`config.mk`:
```
export PLATFORM = sky130hd
export DESIGN_NAME = old_top
export DESIGN_NICKNAME = d
export VERILOG_FILES = /design/src/inc/old_pkg.sv /design/src/design/old_top.sv /design/src/design/old_channel.sv
export SDC_FILE = /design/constraint.sdc
export NUM_CORES = 1
export LEC_CHECK = 0
export BUFFER_PORTS_ARGS = -buffer_cell sky130_fd_sc_hd__buf_2
export CAP_MARGIN = 20
export CORE_MARGIN = 10
export CORE_UTILIZATION = 40
export CTS_BUF_LIST = sky130_fd_sc_hd__clkbuf_4 sky130_fd_sc_hd__clkbuf_8
export DETAILED_ROUTE_END_ITERATION = 8
export GPL_TIMING_DRIVEN = 0
export PLACE_DENSITY = 0.66
export SYNTH_ARGS = -nofsm -noshare
export SYNTH_HDL_FRONTEND = slang
export SYNTH_SLANG_ARGS = --single-unit
```
`constraint.sdc`:
```
create_clock -name i_clock -period 7.2 [get_ports i_clock]
set_input_delay 1.44 -clock i_clock [delete_from_list [all_inputs] [get_ports i_clock]]
set_output_delay 1.44 -clock i_clock [all_outputs]
set_load 0.03 [all_outputs]
```
`src/inc/old_pkg.sv`:
```
// Constants and types shared by the off-state open-load probe sequencer.
// Assumes a 125 MHz core clock; no bus, all control and status are ports.
package old_pkg;
  localparam int unsigned NUM_CH            = 4;
  localparam real         CLK_MHZ           = 125.0;
  localparam real         PROBE_TIMEOUT_MS  = 1.2;   // Typical, window 0.9 to 1.5 ms
  localparam real         PROBE_TIMEOUT_MIN_MS = 0.9;
  localparam real         PROBE_TIMEOUT_MAX_MS = 1.5;
  localparam real         FAULT_DEGLITCH_US = 3.3;
  localparam int unsigned PROBE_CYCLES      = int'(PROBE_TIMEOUT_MS * 1000.0 * CLK_MHZ);
  localparam int unsigned DEGLITCH_CYCLES   = int'($floor(FAULT_DEGLITCH_US * CLK_MHZ));
  localparam int unsigned CNT_W             = 18;
  localparam int unsigned DGL_W             = 10;
  localparam logic [3:0]  PROBE_EN_RESET    = 4'h0;
  // Channel status word layout, bit positions; 8 to 10 lie beyond the 8-bit word
  localparam int unsigned ST_OFF_OPEN       = 0;
  localparam int unsigned ST_ON_OPEN        = 1;
  localparam int unsigned ST_OC0            = 2;
  localparam int unsigned ST_OTW            = 5;
  localparam int unsigned ST_OTS            = 6;
  localparam int unsigned ST_OPEN_GLOBAL    = 8;
  localparam int unsigned ST_OVL_GLOBAL     = 9;
  localparam int unsigned ST_DEV_GLOBAL     = 10;

  typedef enum logic [3:0] {
    OLD_IDLE  = 4'b0001,
    OLD_PROBE = 4'b0010,
    OLD_ABORT = 4'b0100,
    OLD_DONE  = 4'b1000
  } old_state_t;

  function automatic logic old_any(input logic [NUM_CH-1:0] v);
    return |v;
  endfunction : old_any
endpackage : old_pkg

```
`src/design/old_top.sv`:
```
// Off-state open-load probe sequencer for four high-side outputs with status words.
// Assumes serial decoding is upstream: writes arrive as a pulse in the core clock,
// while chip select and the analog comparators come straight from pins.
`timescale 1ns/1ps
module old_top
  import old_pkg::*;
#(
  parameter int unsigned N_CH           = NUM_CH,
  parameter int unsigned TIMEOUT_CYCLES = PROBE_CYCLES,
  parameter int unsigned DEGLITCH_COUNT = DEGLITCH_CYCLES
) (
  input  wire logic              i_clock,
  input  wire logic              i_rst_n,
  input  wire logic              i_clk_en,
  input  wire logic              i_chip_select_n,
  input  wire logic              i_probe_wr,
  input  wire logic [N_CH-1:0]   i_offstate_probe_enable,
  input  wire logic [N_CH-1:0]   i_probe_current_threshold,
  input  wire logic [N_CH-1:0]   i_battery_short,
  input  wire logic [N_CH-1:0]   i_overtemp_shutdown_flag,
  input  wire logic [N_CH-1:0]   i_overtemp_warning_flag,
  input  wire logic [N_CH-1:0]   i_onstate_open_flag,
  input  wire logic [N_CH*3-1:0] i_overcurrent_code,
  input  wire logic              i_undervoltage_event,
  input  wire logic              i_charge_pump_fault_flag,
  input  wire logic              i_device_fault,
  input  wire logic              i_overload,
  input  wire logic [N_CH-1:0]   i_status_read,
  output logic [N_CH-1:0]        o_probe_drive,
  output logic [N_CH-1:0]        o_offstate_probe_enable,
  output logic [N_CH-1:0]        o_offstate_open_flag,
  output logic [N_CH-1:0]        o_channel_quick_flag,
  output logic                   o_global_open_load_flag,
  output logic                   o_global_overload_flag,
  output logic                   o_global_device_flag,
  output logic [N_CH-1:0]        o_output_state_bit,
  output logic                   o_undervoltage_flag,
  output logic [N_CH*8-1:0]      o_channel_status
);
  logic            rst_s1_q;
  logic            rst_s2_q;
  logic            cs_s1_q;
  logic            cs_s2_q;
  logic            cs_s3_q;
  logic [N_CH-1:0] thr_s1_q;
  logic [N_CH-1:0] thr_s2_q;
  logic [N_CH-1:0] bat_s1_q;
  logic [N_CH-1:0] bat_s2_q;
  logic [N_CH-1:0] ots_s1_q;
  logic [N_CH-1:0] ots_s2_q;
  logic [2:0]      flt_s1_q;
  logic [2:0]      flt_s2_q;
  logic            cs_rise;
  logic            fault_any;
  logic [N_CH-1:0] busy;
  logic [N_CH-1:0] drive;
  logic [N_CH-1:0] done_p;
  logic [N_CH-1:0] open_p;
  logic [N_CH-1:0] en_q;
  logic [N_CH-1:0] open_q;
  logic            ovl_q;
  logic            dev_q;

  // Reset release is synchronised so every channel leaves reset on the same edge
  always_ff @(posedge i_clock or negedge i_rst_n) begin
    if (!i_rst_n) begin
      rst_s1_q <= 1'b0;
      rst_s2_q <= 1'b0;
    end else begin
      rst_s1_q <= 1'b1;
      rst_s2_q <= rst_s1_q;
    end
  end

  // Pin inputs pass two flops; cs_s3_q gives the edge without touching stage one
  always_ff @(posedge i_clock or negedge rst_s2_q) begin
    if (!rst_s2_q) begin
      cs_s1_q  <= 1'b1;
      cs_s2_q  <= 1'b1;
      cs_s3_q  <= 1'b1;
      thr_s1_q <= '0;
      thr_s2_q <= '0;
      bat_s1_q <= '0;
      bat_s2_q <= '0;
      ots_s1_q <= '0;
      ots_s2_q <= '0;
      flt_s1_q <= '0;
      flt_s2_q <= '0;
    end else if (i_clk_en) begin
      cs_s1_q  <= i_chip_select_n;
      cs_s2_q  <= cs_s1_q;
      cs_s3_q  <= cs_s2_q;
      thr_s1_q <= i_probe_current_threshold;
      thr_s2_q <= thr_s1_q;
      bat_s1_q <= i_battery_short;
      bat_s2_q <= bat_s1_q;
      ots_s1_q <= i_overtemp_shutdown_flag;
      ots_s2_q <= ots_s1_q;
      flt_s1_q <= {i_undervoltage_event, i_charge_pump_fault_flag, 1'b0};
      flt_s2_q <= flt_s1_q;
    end
  end

  assign cs_rise   = cs_s2_q & ~cs_s3_q;
  assign fault_any = flt_s2_q[2] | flt_s2_q[1];

  for (genvar c = 0; c < N_CH; c++) begin : g_ch
    old_channel #(
      .TIMEOUT_CYCLES (TIMEOUT_CYCLES),
      .DEGLITCH_COUNT (DEGLITCH_COUNT)
    ) u_ch (
      .i_clock         (i_clock),
      .i_rst_n         (rst_s2_q),
      .i_enable        (i_clk_en),
      .i_start         (cs_rise & en_q[c]),
      .i_threshold_hit (thr_s2_q[c]),
      .i_fault         (fault_any | ots_s2_q[c]),
      .o_busy          (busy[c]),
      .o_drive_on      (drive[c]),
      .o_done_pulse    (done_p[c]),
      .o_open_pulse    (open_p[c])
    );
  end

  // Enable bits: writes blocked while busy, cleared by the channel's done pulse when its probe ends
  always_ff @(posedge i_clock or negedge rst_s2_q) begin
    if (!rst_s2_q) begin
      en_q <= PROBE_EN_RESET;
    end else if (i_clk_en) begin
      for (int c = 0; c < N_CH; c++) begin
        if (done_p[c]) begin
          en_q[c] <= 1'b0;
        end else if (i_probe_wr && !busy[c] && !(cs_rise && en_q[c])) begin
          en_q[c] <= i_offstate_probe_enable[c];
        end
      end
    end
  end

  // Open flags: a new result in the read cycle wins over the clear
  always_ff @(posedge i_clock or negedge rst_s2_q) begin
    if (!rst_s2_q) begin
      open_q <= '0;
    end else if (i_clk_en) begin
      for (int c = 0; c < N_CH; c++) begin
        if (open_p[c]) begin
          open_q[c] <= 1'b1;
        end else if (i_status_read[c]) begin
          open_q[c] <= 1'b0;
        end
      end
    end
  end

  // Global overload and device flags stay set until any channel word is read while no channel quick flag is set
  always_ff @(posedge i_clock or negedge rst_s2_q) begin
    if (!rst_s2_q) begin
      ovl_q <= 1'b0;
      dev_q <= 1'b0;
    end else if (i_clk_en) begin
      if (i_overload || old_any(ots_s2_q)) begin
        ovl_q <= 1'b1;
      end else if (!old_any(o_channel_quick_flag) && old_any(i_status_read)) begin
        ovl_q <= 1'b0;
      end
      if (i_device_fault || fault_any) begin
        dev_q <= 1'b1;
      end else if (!old_any(o_channel_quick_flag) && old_any(i_status_read)) begin
        dev_q <= 1'b0;
      end
    end
  end

  // Registered outputs; overcurrent codes feed only the quick flags and status words here, with no synchroniser
  always_ff @(posedge i_clock or negedge rst_s2_q) begin
    if (!rst_s2_q) begin
      o_probe_drive           <= '0;
      o_offstate_probe_enable <= '0;
      o_offstate_open_flag    <= '0;
      o_channel_quick_flag    <= '0;
      o_global_open_load_flag <= 1'b0;
      o_global_overload_flag  <= 1'b0;
      o_global_device_flag    <= 1'b0;
      o_output_state_bit      <= '0;
      o_undervoltage_flag     <= 1'b0;
      o_channel_status        <= '0;
    end else if (i_clk_en) begin
      o_probe_drive           <= drive;
      // A finishing channel is masked so its enable and its drive fall on the same edge
      o_offstate_probe_enable <= en_q & ~done_p;
      o_offstate_open_flag    <= open_q;
      o_global_open_load_flag <= old_any(open_q) | old_any(i_onstate_open_flag);
      o_global_overload_flag  <= ovl_q;
      o_global_device_flag    <= dev_q;
      o_output_state_bit      <= bat_s2_q;
      o_undervoltage_flag     <= flt_s2_q[2];
      for (int c = 0; c < N_CH; c++) begin
        o_channel_quick_flag[c] <= |i_overcurrent_code[c*3 +: 3] | i_overtemp_warning_flag[c]
                                   | ots_s2_q[c] | i_onstate_open_flag[c] | open_q[c];
        o_channel_status[c*8 +: 8] <= {1'b0, ots_s2_q[c], i_overtemp_warning_flag[c],
                                       i_overcurrent_code[c*3 +: 3], i_onstate_open_flag[c], open_q[c]};
      end
    end
  end
endmodule : old_top

```
`src/design/old_channel.sv`:
```
// One channel of the off-state open-load probe: timer and fault-abort deglitch.
// Assumes start, threshold and fault inputs are already synchronous to i_clock.
`timescale 1ns/1ps
module old_channel
  import old_pkg::*;
#(
  parameter int unsigned TIMEOUT_CYCLES  = PROBE_CYCLES,
  parameter int unsigned DEGLITCH_COUNT  = DEGLITCH_CYCLES
) (
  input  wire logic i_clock,
  input  wire logic i_rst_n,
  input  wire logic i_enable,
  input  wire logic i_start,
  input  wire logic i_threshold_hit,
  input  wire logic i_fault,
  output logic      o_busy,
  output logic      o_drive_on,
  output logic      o_done_pulse,
  output logic      o_open_pulse
);
  old_state_t       state_q;
  logic [CNT_W-1:0] timer_q;
  logic [DGL_W-1:0] dgl_q;

  always_ff @(posedge i_clock or negedge i_rst_n) begin
    if (!i_rst_n) begin
      state_q      <= OLD_IDLE;
      timer_q      <= '0;
      dgl_q        <= '0;
      o_drive_on   <= 1'b0;
      o_done_pulse <= 1'b0;
      o_open_pulse <= 1'b0;
    end else if (i_enable) begin
      o_done_pulse <= 1'b0;
      o_open_pulse <= 1'b0;
      case (state_q)
        OLD_IDLE: begin
          if (i_start) begin
            state_q    <= OLD_PROBE;
            timer_q    <= CNT_W'(TIMEOUT_CYCLES - 1);
            o_drive_on <= 1'b1;
          end
        end
        OLD_PROBE: begin
          if (i_fault) begin
            state_q <= OLD_ABORT;
            dgl_q   <= DGL_W'(DEGLITCH_COUNT - 1);
          end else if (i_threshold_hit) begin
            state_q      <= OLD_DONE;
            o_drive_on   <= 1'b0;
            o_done_pulse <= 1'b1;
          end else if (timer_q == '0) begin
            state_q      <= OLD_DONE;
            o_drive_on   <= 1'b0;
            o_done_pulse <= 1'b1;
            o_open_pulse <= 1'b1;
          end else begin
            timer_q <= timer_q - 1'b1;
          end
        end
        OLD_ABORT: begin
          // Output stays on through the deglitch, then turns off whether or not the fault is still present
          if (dgl_q == '0) begin
            state_q      <= OLD_DONE;
            o_drive_on   <= 1'b0;
            o_done_pulse <= 1'b1;
          end else begin
            dgl_q <= dgl_q - 1'b1;
          end
        end
        OLD_DONE: state_q <= OLD_IDLE;
        default:  state_q <= OLD_IDLE;
      endcase
    end
  end

  assign o_busy = (state_q == OLD_PROBE) || (state_q == OLD_ABORT);
endmodule : old_channel

```
# Yosys cells after proc, flatten, opt, wreduce, memory -nomap -nowiden
# Index checks and enable logic that the tools add are counted.
[totals] out_inout_bits=56 wordCells=367 regBits=235
[op_classes] n_mux=131 reduce_logical=93 bitwise_logic=30 n_eq_ne=48 n_addsub=8
[ops] op="two-way mux 18 bit" count=16
[ops] op="case mux 18 bit (2 select lines)" count=4
[ops] op="two-way mux 10 bit" count=8
[ops] op="two-way mux 4 bit" count=20
[ops] op="case mux 10 bit (2 select lines)" count=4
[ops] op="zero test 18 bit" count=4
[ops] op="subtractor 18 x 1 -> 18 bit (second input constant)" count=4
[ops] op="two-way mux 1 bit" count=67
[ops] op="case mux 4 bit (3 select lines)" count=4
[ops] op="AND reduction 6 bit" count=8
[ops] op="zero test 10 bit" count=4
[ops] op="subtractor 10 x 1 -> 10 bit (second input constant)" count=4
[ops] op="nonzero test 2 bit" count=18
[ops] op="inequality test 2 bit (second input constant)" count=16
[ops] op="AND reduction 4 bit" count=8
[ops] op="inequality test 2 x 1 -> 1 bit (second input constant)" count=12
[ops] op="OR 1 bit" count=22
[ops] op="AND reduction 2 bit" count=10
[ops] op="OR reduction 4 bit" count=5
[ops] op="== test 4 x 1 -> 1 bit (second input constant)" count=4
[ops] op="== test 4 x 2 -> 1 bit (second input constant)" count=4
[ops] op="== test 4 x 3 -> 1 bit (second input constant)" count=4
[ops] op="inequality test 4 x 2 -> 1 bit (second input constant)" count=4
[ops] op="logical AND 1 bit" count=13
[ops] op="other kinds (11)" count=43

# Depth between registers and ports, before layout
# Gate-level depths: netlist of run 1.
[logic_depth] depth_word=7 mapped_depth=9 depth_no_buf=8

# Hierarchy
# A second synthesis of run 1 with hierarchy kept.
[hier_totals] cells_unflattened=1156 area_unflattened_um2=11918.9
[modules_own_cells] module="old_channel at g_ch[0].u_ch ..." seq_area_each_um2=877.1 cells_each=221 area_per_inst_um2=2055.7 n_inst=3
[modules_own_cells] module="old_top" seq_area_each_um2=2280.9 cells_each=259 area_per_inst_um2=3666.0 n_inst=1
[modules_own_cells] module="old_channel at g_ch[3].u_ch" seq_area_each_um2=877.1 cells_each=234 area_per_inst_um2=2085.8 n_inst=1

# Worst setup path before layout of run 1
# OpenSTA, ideal clock, no wires.
[synth_path] path_type="input-to-reg" from="in i_clk_en" to="reg g_ch[1].u_ch.timer_q[11]" path_stages=6 slack_ns=4.175 arrival_ns=2.893 setup_ns=0.131 required_ns=7.069 n_path_buf=0 cell_sequence="and4b_1 > a22oi_1 > nor4_1 > o21ai_4 > o31a_2 > or3_1"
[synth_between] elab_chain_cells=1
[synth_rtl] item="start, declared" line="old_top.sv:14" rtl="input wire logic i_clk_en,"
[synth_rtl] item="AND reduction 6 bit (no line)"
[synth_rtl] item="end signal, assigned" line="old_channel.sv:40" rtl="timer_q <= CNT_W'(TIMEOUT_CYCLES - 1);"
[synth_rtl] item="end signal, assigned" line="old_channel.sv:58" rtl="timer_q <= timer_q - 1'b1;"
[synth_rtl] item="end, declared" line="old_channel.sv:22" rtl="logic [CNT_W-1:0] timer_q;"
# No other way between the ends.
# A chain may end at the register's enable or synchronous reset.

# Worst setup path after layout of run 1
[layout_path] from="in i_clk_en" to="reg g_ch[2].u_ch.timer_q[6]"
[layout_between] elab_chain_cells=1
[layout_rtl] item="AND reduction 6 bit (no line)"
[layout_rtl] item="end signal, assigned" line="old_channel.sv:40"
[layout_rtl] item="end signal, assigned" line="old_channel.sv:58"
[layout_rtl] item="end, declared" line="old_channel.sv:22"
# No other way between the ends.

==> impl_results.md, run 1 <==
* EDFF count, synth at 0
* PD cells at 322 mW/mm^2
* Commonest non-fill, non-tap cell in the layout: dfrtp_1
* Wire per inst at 17.2 um
* Hold WC Path Type: reg -> async
* Pre-antenna DRT Iters at 5
* Area delta synth->final at 17.4%
* DR iter-0 viols at 654
* YS warnings at 0
* Worst-path clk slew at around 0.06 ns
* Clock H-tree levels at 2
* Main flop type after synthesis: dfrtp_1
* Mapped cell area at around 0.011 sq mm
* Total congestion overflow at 0
* Setup TNS at 0 ns
* Vias per cell at 5.37
* Most frequent cells in the layout: 223 x dfrtp_1, 106 x buf_2, 103 x nor2_1
* Post-CTS setup buffers at 0
* Root buf cell: clkbuf_8
* Die Span X at between 150 and 200 um
* Final hold vios at 0
* Status: complete, no violations
* Final WS setup at 3.36 ns
* Initial antenna violation count at 4
* Largest net degree at the start of global routing at 63
* Critical path class: in -> reg
* Top-level I/O count at 105
* Starting Density at 40.6%
* Slew Viols, Final at 0
* Post-synthesis async set-or-reset flop share at 100%
* Placer Congestion at slightly below 0.9
* Endpoints failing setup at 0
* RSZ-0062 raised after global routing: no
* WP data arrival at 4.29 ns
* Die area at 0.0354 sq mm
* Layout cells sized above 1 at 25.6%
* Final clock skew at 0.0203 ns
* Area leader, netlist: dfrtp_1
* Avg Cell Area, Syn at 10.5 sq um
* Number of synthesized register bits at ~230
* Clk sinks at 231
* Insertion delay to the later sink of the worst-skew pair at roughly 0.54 ns
* CP required at around 7.7 ns
* Post-synthesis cell type count at 80
* # hold bufs at CTS at 0
* Fmax at between 200 and 300 MHz
* Drt total wl at between 20,000 and 30,000 um
* Vias at 8,820
* Cell count after synthesis at 1,079
* Least-Margin Pin Slew at ~0.90 ns
* Worst VDD drop at 0.159 mV
* DRC viols at 0
* Critical Path Source Type: input port
* Detail Placement HPWL at 19,900 um
* Tot GR Track Use at about 16%
* Leak Pwr at 5.77 nW
* Min cycle time layout at about 3.8 ns
* Slew HR at 39.0%
* Final antenna-violating net count at 0
* First-pass GRT wire length at 46,200 um
* Die H at around 190 um
* Total CTS buffers at 40
* Sequential area share after synthesis at between 50% and 60%
* Crit. End Element: flop
* Period Utilization, post-route at 53.3%
* Layout Nets at 1,290
* Layout Cells excl Fill at 1,641
* Max-Cap Viols at 0
* Post-synth top area share at 49.6%
* CTS resizes at 0
* Max Fanout on Critical Path at 10
* Port bufs at 100
* Core area at 0.0279 sq mm
* Vias in the first global route at 8,893
* Worst slack at placement at between 2 and 3 ns
* Dominant cells by area after synthesis: dfrtp_1 50%, mux2_2 7.3%, xnor2_1 3.5%, nor2_1 3.4%, nand2_1 2.8%
* # fillers at 2,576
* Row count at 61
* CTS tree: built
* DP Cell Count at 1,564
* Clock buffer depth at 3
-- per-layer routing --
metal  part of all wire [%]  track usage (%)  up-vias
met3                    7.3             4.49       44
li1                       -                -     4183
met5                  0.025                0        -
met4                    2.0             4.74        2
met1                     46             20.5     4349
met2                     45             24.4      242
-- final timing paths --
kind	cells after the start	slack, ns	to	from
max in group asynchronous	2	6.03	g_ch[1].u_ch.state_q[0]$_DFFE_PN1P_	rst_s2_q$_DFF_PN0_
min reg2reg	0	0.24	bat_s1_q[0]$_DFFE_PN0P_	rst_s2_q$_DFF_PN0_
max	7	3.36	g_ch[2].u_ch.timer_q[6]$_DFFE_PN0P_	i_clk_en
min in group i_clock	0	0.35	rst_s2_q$_DFF_PN0_	rst_s1_q$_DFF_PN0_
max reg2reg	7	4.49	g_ch[0].u_ch.timer_q[13]$_DFFE_PN0P_	g_ch[0].u_ch.state_q[0]$_DFFE_PN1P_
min	0	0.24	bat_s1_q[0]$_DFFE_PN0P_	rst_s2_q$_DFF_PN0_
-- synth_stat cells (3+ instances only) --
| library cell | count |
|---|---|
| nor4_1 | 34 |
| or3_1 | 20 |
| and2_1 | 5 |
| nor4b_1 | 14 |
| mux2_2 | 73 |
| and3b_1 | 4 |
| a31o_2 | 3 |
| and3_1 | 21 |
| dfrtp_1 | 224 |
| nand2b_1 | 7 |
| nand4_1 | 13 |
| nor2_1 | 103 |
| clkbuf_1 | 19 |
| or2_2 | 6 |
| nand3_1 | 32 |
| buf_4 | 9 |
| inv_1 | 33 |
| nand3b_1 | 3 |
| nand2_1 | 84 |
| o31ai_1 | 6 |
| nor3_1 | 49 |
| buf_2 | 6 |
| nand4b_1 | 5 |
| a31oi_1 | 11 |
| nor2b_1 | 6 |
| o21ai_0 | 37 |
| ha_1 | 12 |
| or3_2 | 6 |
| o22ai_1 | 6 |
| o21a_1 | 3 |
| or4_1 | 20 |
| dfstp_2 | 7 |
| nor3b_1 | 7 |
| xnor2_1 | 45 |
| a21o_1 | 4 |
| or4b_2 | 8 |
| a22o_1 | 8 |
| o21ai_1 | 7 |
| a21oi_1 | 34 |
| xor2_1 | 28 |
| buf_1 | 9 |
-- critical path: stages --
cell      delay (ns)
buf_2           0.12
clkbuf_1        0.61
buf_6           0.25
clkbuf_1        0.52
clkbuf_1        0.69
nand2_1         0.43
o21ai_0         0.21
-- registers in the layout, indices dropped and copies added, names as in the netlist, 16 cells and up --
register           flops
g_ch.u_ch.dgl_q       40
g_ch.u_ch.state_q     16
g_ch.u_ch.timer_q     72
o_channel_status      25
-- cells by family after synthesis --
| group | share of synthesized area, % |
|---|---|
| compound gates | 8.44 |
| xor+xnor | 5.66 |
| fa+ha+maj | 1.33 |
| buf+inv | 3.08 |
| flops | 51.2 |
| mux | 7.28 |
| other cells | 0.0665 |
| simple gates | 22.9 |
-- power breakdown --
group	switching (mW)	internal, mW	total, mW
clock	0.532	0.732	1.26
sequential	0.301	1.62	1.92
combinational	0.610	0.472	1.08
total	1.44	2.83	4.27
-- area by class of cell --
cell class              instances  area [sq um]  area share (%)
flip-flops and latches        231          5790            43.7
diodes                          3          7.51          0.0566
multi-input cells             772          5170            39.0
repair buffers                105           616            4.64
well taps                     378           473            3.57
plain buffers                  46           224            1.69
inverters                      33           124           0.934
clock inverters                 1          8.76          0.0660
clock buffers                  72           847            6.39
-- stage by stage --
stage	util (%)	area [sq um]	power [mW]	hold slack (ns)
3_3_place_gp	44.1	12300	2.97	0.339
3_5_place_dp	44.5	12400	3.02	0.242
6_report	47.6	13300	4.27	0.238
4_1_cts	47.6	13300	4.30	0.249
2_1_floorplan	-	11300	2.71	0.331
5_1_grt	47.6	13300	4.53	0.264
Note: power is estimated with default switching activity, not from simulation.
==> run 2: changes to the inputs <==
==> constraint.sdc (replaced) <==
create_clock -name i_clock -period 3.5 [get_ports i_clock]
set_input_delay 0.7 -clock i_clock [delete_from_list [all_inputs] [get_ports i_clock]]
set_output_delay 0.7 -clock i_clock [all_outputs]
set_load 0.03 [all_outputs]
==> run 2 against run 1 <==
  * Final area grew 0.30%
  * Power grew 110%
  * First-iteration DRC count shrank 17%
  * Non-clock buffer count is the same
  * Largest power group unchanged
  * Critical endpoint is now g_ch[3].u_ch.timer_q[3]$_DFFE_PN0P_
  * Die area is the same
  * Hold slack gained 0.098 ns
  * Clock skew grew 0.011 ns
  * Register-to-register slack lost 3.8 ns
  * Highest routed layer unchanged
==> impl_results.md, run 2 (same netlist as run 1, synthesis figures left out) <==
* Status: complete, no violations
* Largest regs: g_ch.u_ch.timer_q (72), g_ch.u_ch.dgl_q (40), o_channel_status (25)
* RSZ-0062 raised after global routing: no
* DP Cell Count at 1,563 (-0.064%)
* Clock share of power at 30.9% (+1.3 points)
* Total congestion overflow at 0 (unchanged)
* Layout Cells excl Fill at 1,640 (-0.061%)
* Min cycle time layout at about 3.0 ns
* DRC viols at 0 (unchanged)
* Root buf cell: clkbuf_8
* Top-level I/O count at 105 (unchanged)
* Commonest non-fill, non-tap cell in the layout: dfrtp_1
* Pint at 5.94 mW (+110%)
* Final clock skew at 0.0310 ns (+0.0107 ns)
* Clock H-tree levels at 2 (unchanged)
* Endpoints failing setup at 0 (unchanged)
* Final hold vios at 0 (unchanged)
* Starting Density at 40.6% (unchanged)
* Largest net degree at the start of global routing at 67 (+6.3%)
* Post-CTS setup buffers at 0 (unchanged)
* Vias at 8,794 (-0.29%)
* Die H at 188 um (unchanged)
* Drt total wl at 28,200 um (about the same)
* DP Area at 0.0124 sq mm (-0.22%)
* Core area at 0.0279 sq mm (unchanged)
* Share of total power in combinational logic at 24.8% (-0.5 points)
* Slew Viols, Final at 0 (unchanged)
* Worst reg-to-reg path cell count at 7 (unchanged)
* Least-Margin Pin Slew at 0.970 ns (+0.0668 ns)
* Fmax at 337 MHz
* Setup TNS at 0 ns (unchanged)
* Vias in the first global route at 8,875 (-0.20%)
* Post-route cell area at 0.0133 sq mm (+0.30%)
* Area delta synth->final at 17.8%
* Max Fanout on Critical Path at 10 (unchanged)
* CTS resizes at 0 (unchanged)
* Placer Congestion at 0.861 (-1.3%)
* Sequential power share at 44.3% (-0.7 points)
* Port bufs at 100 (unchanged)
* Most frequent cells in the layout: 223 x dfrtp_1, 106 x buf_2, 103 x nor2_1
* Vias per cell at 5.36 (-0.23%)
* Period Utilization, post-route at 84.8%
* Detail Placement HPWL at 19,900 um (-0.23%)
* Leak Pwr at 5.79 nW (+0.31%)
* Pre-antenna DRT Iters at 5 (unchanged)
* Critical path class: in -> reg
* Max-Cap Viols at 0 (unchanged)
* PD cells at 672 mW/mm^2 (+110%)
* Tot GR Track Use at 15.8% (+0.14 points)
* Critical Path Source Type: input port
* Clk sinks at 231 (unchanged)
* Net switching power at 3.00 mW (+110%)
* Initial antenna violation count at 3 (-1)
* Sw frac at 33.5% (-0.25 points)
* Worst-path clk slew at 0.06 ns (about the same)
* Die Span X at 188 um (unchanged)
* Total CTS buffers at 41 (+2.5%)
* Layout Nets at 1,291 (+0.078%)
* # fillers at 2,599 (+0.89%)
* Final antenna-violating net count at 0 (unchanged)
* First-pass GRT wire length at 46,400 um (+0.43%)
* CP required at 3.94 ns (-3.71 ns)
* Crit. End Element: flop
* Number of flip-flops in the largest register at 72 (unchanged)
* Layout cells sized above 1 at 25.5% (-0.079 points)
* Row count at 61 (unchanged)
* Biggest register: g_ch.u_ch.timer_q
* CTS tree: built
* Insertion delay to the later sink of the worst-skew pair at 0.55 ns (about the same)
* DR iter-0 viols at 544 (-17%)
* Slew HR at 35.3% (-3.6 points)
* Die area at 0.0354 sq mm (unchanged)
* Hold WC Path Type: reg -> async
* Worst VDD drop at 0.333 mV (+110%)
* WP data arrival at 3.41 ns (-0.88 ns)
* Wire per inst at 17.2 um (about the same)
* Clock buffer depth at 3 (unchanged)
## run 2: changes by cell type in the layout (fill, tap and decap cells not counted)
cell,change
buf_16,-1
bufinv_16,+2
clkbuf_4,-9
clkbuf_8,+3
clkinv_2,+3
diode_2,-1
dlygate4sd3_1,+1
inv_8,+1
## run 2: layer usage
metal,wire length [um],up-vias,global-route usage (%)
met2,12500,240,24.1
met4,495,2,3.88
met5,13,-,0
li1,-,4210,-
met3,2290,44,5.38
met1,13000,4298,21.0
## run 2: through the flow
step / worst slack, ns / hold WS [ns] / util (%) / power (mW)
global placement: -0.0540 / 0.334 / 44.1 / 6.11
global route: 0.401 / 0.357 / 47.7 / 9.53
CTS: 0.534 / 0.351 / 47.7 / 9.03
floorplan: 1.05 / 0.331 / - / 5.57
finish: 0.533 / 0.336 / 47.8 / 8.94
detailed placement: -0.0600 / 0.343 / 44.4 / 6.21
## run 2: power by group through the flow
stage                     logic [mW]  registers, mW  clock network (mW)
final                           2.21           3.96                2.76
after global routing            2.51           4.06                2.96
after CTS                       2.24           3.96                2.84
after detailed placement        2.22           3.98                   0
after global placement          2.11           4.00                   0
after floorplan                 1.55           4.01                   0
## run 2: area by class of cell
class / instances / area [sq um] / area share, %
Buffer: 46 / 224 / 1.68
Timing Repair Buffer: 105 / 598 / 4.50
Inverter: 33 / 124 / 0.931
Antenna cell: 2 / 5.00 / 0.0376
Clock buffer: 66 / 821 / 6.17
Sequential cell: 231 / 5790 / 43.5
Clock inverter: 7 / 95.1 / 0.715
Multi-Input combinational cell: 772 / 5170 / 38.9
Tap cell: 378 / 473 / 3.55
## run 2: repair_timing
item                                    in CTS  in global routing
endpoints found under the hold margin        2                  0
endpoints found under the setup margin       0                  0
hold buffers                                 1                  0
## run 2: critical path: stages
cell and delay [ns]:
buf_2 0.12, clkbuf_1 0.52, clkbuf_1 0.50, buf_1 0.79
nand3_1 0.54, o311ai_0 0.23
## run 2: final timing paths
| kind | end | slack (ns) | start |
|---|---|---|---|
| setup / recovery | g_ch[3].u_ch.timer_q[3]$_DFFE_PN0P_ | 0.53 | i_clk_en |
| hold / removal | g_ch[2].u_ch.timer_q[7]$_DFFE_PN0P_ | 0.34 | rst_s2_q$_DFF_PN0_ |
| setup reg to reg | g_ch[3].u_ch.timer_q[0]$_DFFE_PN0P_ | 0.74 | g_ch[3].u_ch.state_q[0]$_DFFE_PN1P_ |
| hold reg to reg | g_ch[2].u_ch.timer_q[7]$_DFFE_PN0P_ | 0.34 | rst_s2_q$_DFF_PN0_ |
| max in group asynchronous | cs_s1_q$_DFFE_PN1P_ | 2.04 | rst_s2_q$_DFF_PN0_ |
| min in group i_clock | rst_s2_q$_DFF_PN0_ | 0.35 | rst_s1_q$_DFF_PN0_ |
==> run 3: changes to the inputs <==
--- a/config.mk
+++ b/config.mk
@@ -5,6 +5,7 @@
 export SDC_FILE = /design/constraint.sdc
 export NUM_CORES = 1
 export LEC_CHECK = 0
+export ABC_AREA = 1
 export BUFFER_PORTS_ARGS = -buffer_cell sky130_fd_sc_hd__buf_2
 export CAP_MARGIN = 20
 export CORE_MARGIN = 10
@@ -12,7 +13,7 @@
 export CTS_BUF_LIST = sky130_fd_sc_hd__clkbuf_4 sky130_fd_sc_hd__clkbuf_8
 export DETAILED_ROUTE_END_ITERATION = 8
 export GPL_TIMING_DRIVEN = 0
-export PLACE_DENSITY = 0.66
+export PLACE_DENSITY = 0.63
 export SYNTH_ARGS = -nofsm -noshare
 export SYNTH_HDL_FRONTEND = slang
 export SYNTH_SLANG_ARGS = --single-unit
==> constraint.sdc (replaced) <==
create_clock -name i_clock -period 3 [get_ports i_clock]
set_input_delay 0.6 -clock i_clock [delete_from_list [all_inputs] [get_ports i_clock]]
set_output_delay 0.6 -clock i_clock [all_outputs]
set_load 0.03 [all_outputs]
==> run 3 against run 2 <==
  * Combinational power is 110% higher
  * Count of clock-buffer cells in the layout is 5 higher
  * Final area is 11% higher
  * First-iteration DRC count is 53% higher
  * Worst setup slack better by 0.45 ns
  * Critical endpoint is now g_ch[1].u_ch.state_q[2]$_DFFE_PN0P_
  * Highest routed layer is now met4
  * Clock skew is 0.0047 ns lower
  * Die area is 12% higher
==> impl_results.md, run 3 <==
* Final antenna-violating net count at 0 (unchanged)
* YS warnings at 0 (unchanged)
* Clock H-tree levels at 2 (unchanged)
* Least-Margin Pin Slew at 0.796 ns (-0.174 ns)
* CTS tree: built
* Slew HR at 46.4% (+11 points)
* Post-synthesis async set-or-reset flop share at 100% (unchanged)
* Vias per cell at 4.95 (-7.6%)
* Max Fanout on Critical Path at 8 (-2)
* Cells on Worst Hold Path at 3
* Die H at 199 um (+5.8%)
* Top-level I/O count at 105 (unchanged)
* Final clock skew at 0.0264 ns (-0.00466 ns)
* First-pass GRT wire length at 57,700 um (+24%)
* Die area at 0.0396 sq mm (+12%)
* Main flop type after synthesis: dfrtp_1
* Area delta synth->final at 15.6%
* Final hold vios at 0 (unchanged)
* Fmax at between 400 and 500 MHz
* Post-synthesis cell type count at 43 (-46%)
* Detail Placement HPWL at 25,400 um (+28%)
* DRC viols at 0 (unchanged)
* Vias in the first global route at 11,468 (+29%)
* Cell count after synthesis at 1,807 (+67%)
* Max-Cap Viols at 0 (unchanged)
* Layout Cells excl Fill at 2,391 (+46%)
* Overall power at 12.5 mW (+40%)
* Number of flip-flops in the largest register at 72 (unchanged)
* Placer Congestion at 0.881 (+2.3%)
* Leak Pwr at 7.64 nW (+32%)
* Dominant cells by area after synthesis: dfrtp_1 44%, nand2_1 21%, nor2_1 7.0%, nand3_1 6.4%, inv_1 3.9%
* Post-synth top area share at 43.8% (-5.9 points)
* Top-count cell post-synth: nand2_1
* Post-CTS setup buffers at 0 (unchanged)
* Total congestion overflow at 0 (unchanged)
* Largest net degree at the start of global routing at 69 (+3.0%)
* DR iter-0 viols at 835 (+53%)
* # fillers at 3,180 (+22%)
* Share of total power in combinational logic at 37.1% (+12 points)
* Worst-path clk slew at 0.06 ns (about the same)
* Commonest non-fill, non-tap cell in the layout: nand2_1
* Initial antenna violation count at 0 (-3)
* Worst VDD drop at 0.283 mV (-15%)
* Area leader, netlist: dfrtp_1
* Tot GR Track Use at 17.7% (+1.9 points)
* Endpoints failing setup at 0 (unchanged)
* Hold Slack at 0.252 ns (-0.0841 ns)
* Starting Density at 40.6% (+0.050 points)
* Wire per inst at 14.5 um (-16%)
* Mapped cell area at 0.0128 sq mm (+13%)
* Sequential power share at 37.9% (-6.4 points)
* Sequential area share after synthesis at 45.2% (-6.1 points)
* Layout Nets at 2,018 (+56%)
* Insertion delay to the later sink of the worst-skew pair at 0.56 ns (about the same)
* Clock share of power at 25.0% (-5.9 points)
* Pint at 7.31 mW (+23%)
* Critical Path Source Type: flop
* Slew Viols, Final at 0 (unchanged)
* Min cycle time layout at 2.02 ns
* CP required at 3.41 ns (-0.53 ns)
* DP Cell Count at 2,314 (+48%)
* PD cells at 844 mW/mm^2 (+26%)
* Biggest register: g_ch.u_ch.timer_q
* Avg Cell Area, Syn at 7.09 sq um (-32%)
* Clk sinks at 231 (unchanged)
* Antenna diode count at 0 (-2)
* Status: complete, no violations
* Root buf cell: clkbuf_8
* Row count at 65 (+6.6%)
* Worst reg-to-reg path cell count at 9 (+2)
* Number of synthesized register bits at 231 (unchanged)
* Core area at 0.0316 sq mm (+13%)
* Most frequent cells in the layout: 729 x nand2_1, 240 x nor2_1, 223 x dfrtp_1
* Total CTS buffers at 42 (+2.4%)
* Drt total wl at 34,600 um (+23%)
* Largest regs: g_ch.u_ch.timer_q (72), g_ch.u_ch.dgl_q (40), o_channel_status (25)
* Crit. End Element: flop
* Clock buffer depth at 3 (unchanged)
* Setup TNS at 0 ns (unchanged)
* WP data arrival at 2.43 ns (-0.98 ns)
* Net switching power at 5.20 mW (+73%)
* Vias at 11,845 (+35%)
* Sw frac at 41.6% (+8.0 points)
* Layout cells sized above 1 at 13.9% (-12 points)
* Pre-antenna DRT Iters at 6 (+1)
* Period Utilization, post-route at 67.3%
* Synth cell count leaders: 729 x nand2_1, 240 x nor2_1, 224 x dfrtp_1
* Port bufs at 99 (-1.0%)
* RSZ-0062 raised after global routing: no
* Hold WC Path Type: in -> reg
* Critical path class: reg -> reg
* Die Span X at 199 um (+5.8%)
* EDFF count, synth at 0 (unchanged)
run 3: cell count changes after synthesis, sizes merged, moves of 21 or more:
| cell | delta |
|---|---|
| xnor2 | -28 |
| o21ai | +56 |
| nand3 | +139 |
| or4 | -21 |
| nor3 | -44 |
| mux2 | -73 |
| and3 | -21 |
| a21oi | -24 |
| or3 | -27 |
| nor2 | +148 |
| nand2 | +660 |
| nor4 | -32 |
| inv | +109 |
run 3: through the flow:
| stage | utilization (%) | area [sq um] | setup WS, ns |
|---|---|---|---|
| 2_1_floorplan | - | 12800 | 0.670 |
| 3_3_place_gp | 43.8 | 13800 | -0.317 |
| 3_5_place_dp | 44.1 | 13900 | 0.541 |
| 4_1_cts | 46.9 | 14800 | 0.994 |
| 5_1_grt | 46.9 | 14800 | 0.828 |
| 6_report | 46.9 | 14800 | 0.981 |
run 3: routing by layer:
| layer | share of wire [%] | GRT usage (%) | vias up |
|---|---|---|---|
| met3 | 5.0 | 2.79 | 52 |
| met5 | 0 | 0 | - |
| met4 | 2.1 | 4.83 | 0 |
| met2 | 46 | 29.0 | 261 |
| met1 | 47 | 23.6 | 5550 |
| li1 | - | - | 5982 |
run 3: logic make-up after synthesis:
family                     Yosys count  share of synthesized area [%]
AOI/OAI and AO/OA                  121                           5.10
xor gates and xnor gates            35                           2.39
adders and majority gates           12                           1.17
buffers and inverters              196                           6.50
DFF                                231                           45.2
other                                2                         0.0586
and+or+nand+nor                   1210                           39.6
run 3: power by group through the flow:
stage | combinational [mW] | clock (mW) | sequential, mW
final | 4.64 | 3.13 | 4.74
after CTS | 4.67 | 3.23 | 4.73
after floorplan | 3.45 | 0 | 4.76
after global placement | 4.49 | 0 | 4.80
after detailed placement | 4.65 | 0 | 4.76
after global routing | 5.37 | 3.37 | 4.87
run 3: critical path, cell delays in order, from the launching register on:
cell     delay, ns
dfrtp_1       0.37
inv_1         0.20
ha_1          0.31
nand2_2       0.12
nor2_4        0.18
nand3_1       0.16
nand2_1       0.15
nand3_1       0.21
nand2_1       0.11
o21ai_0       0.08
run 3: worst paths after layout:
| path | start | to | slack [ns] |
|---|---|---|---|
| hold reg to reg | rst_s1_q$_DFF_PN0_ | rst_s2_q$_DFF_PN0_ | 0.35 |
| setup / recovery | g_ch[1].u_ch.timer_q[0]$_DFFE_PN0P_ | g_ch[1].u_ch.state_q[2]$_DFFE_PN0P_ | 0.98 |
| min in group asynchronous | i_rst_n | rst_s2_q$_DFF_PN0_ | 0.38 |
| max in group asynchronous | rst_s2_q$_DFF_PN0_ | cs_s2_q$_DFFE_PN1P_ | 1.45 |
| setup reg to reg | g_ch[1].u_ch.timer_q[0]$_DFFE_PN0P_ | g_ch[1].u_ch.state_q[2]$_DFFE_PN0P_ | 0.98 |
| hold / removal | i_battery_short[3] | bat_s1_q[3]$_DFFE_PN0P_ | 0.25 |
run 3: area by class of cell:
type	instances	area, sq um	share of cell area, %
Inverter	142	533	3.60
Tap cell	402	503	3.40
Clock inverter	5	33.8	0.228
Sequential cell	231	5790	39.1
Timing Repair Buffer	103	588	3.97
Clock buffer	71	858	5.80
Multi-Input combinational cell	1383	6200	41.9
Buffer	54	300	2.03
run 3: what timing repair did:
item / 4_1_cts / 5_1_grt
hold buffers: 1 / 0
hold endpoints to repair: 2 / 0
resized for setup: 0 / 0
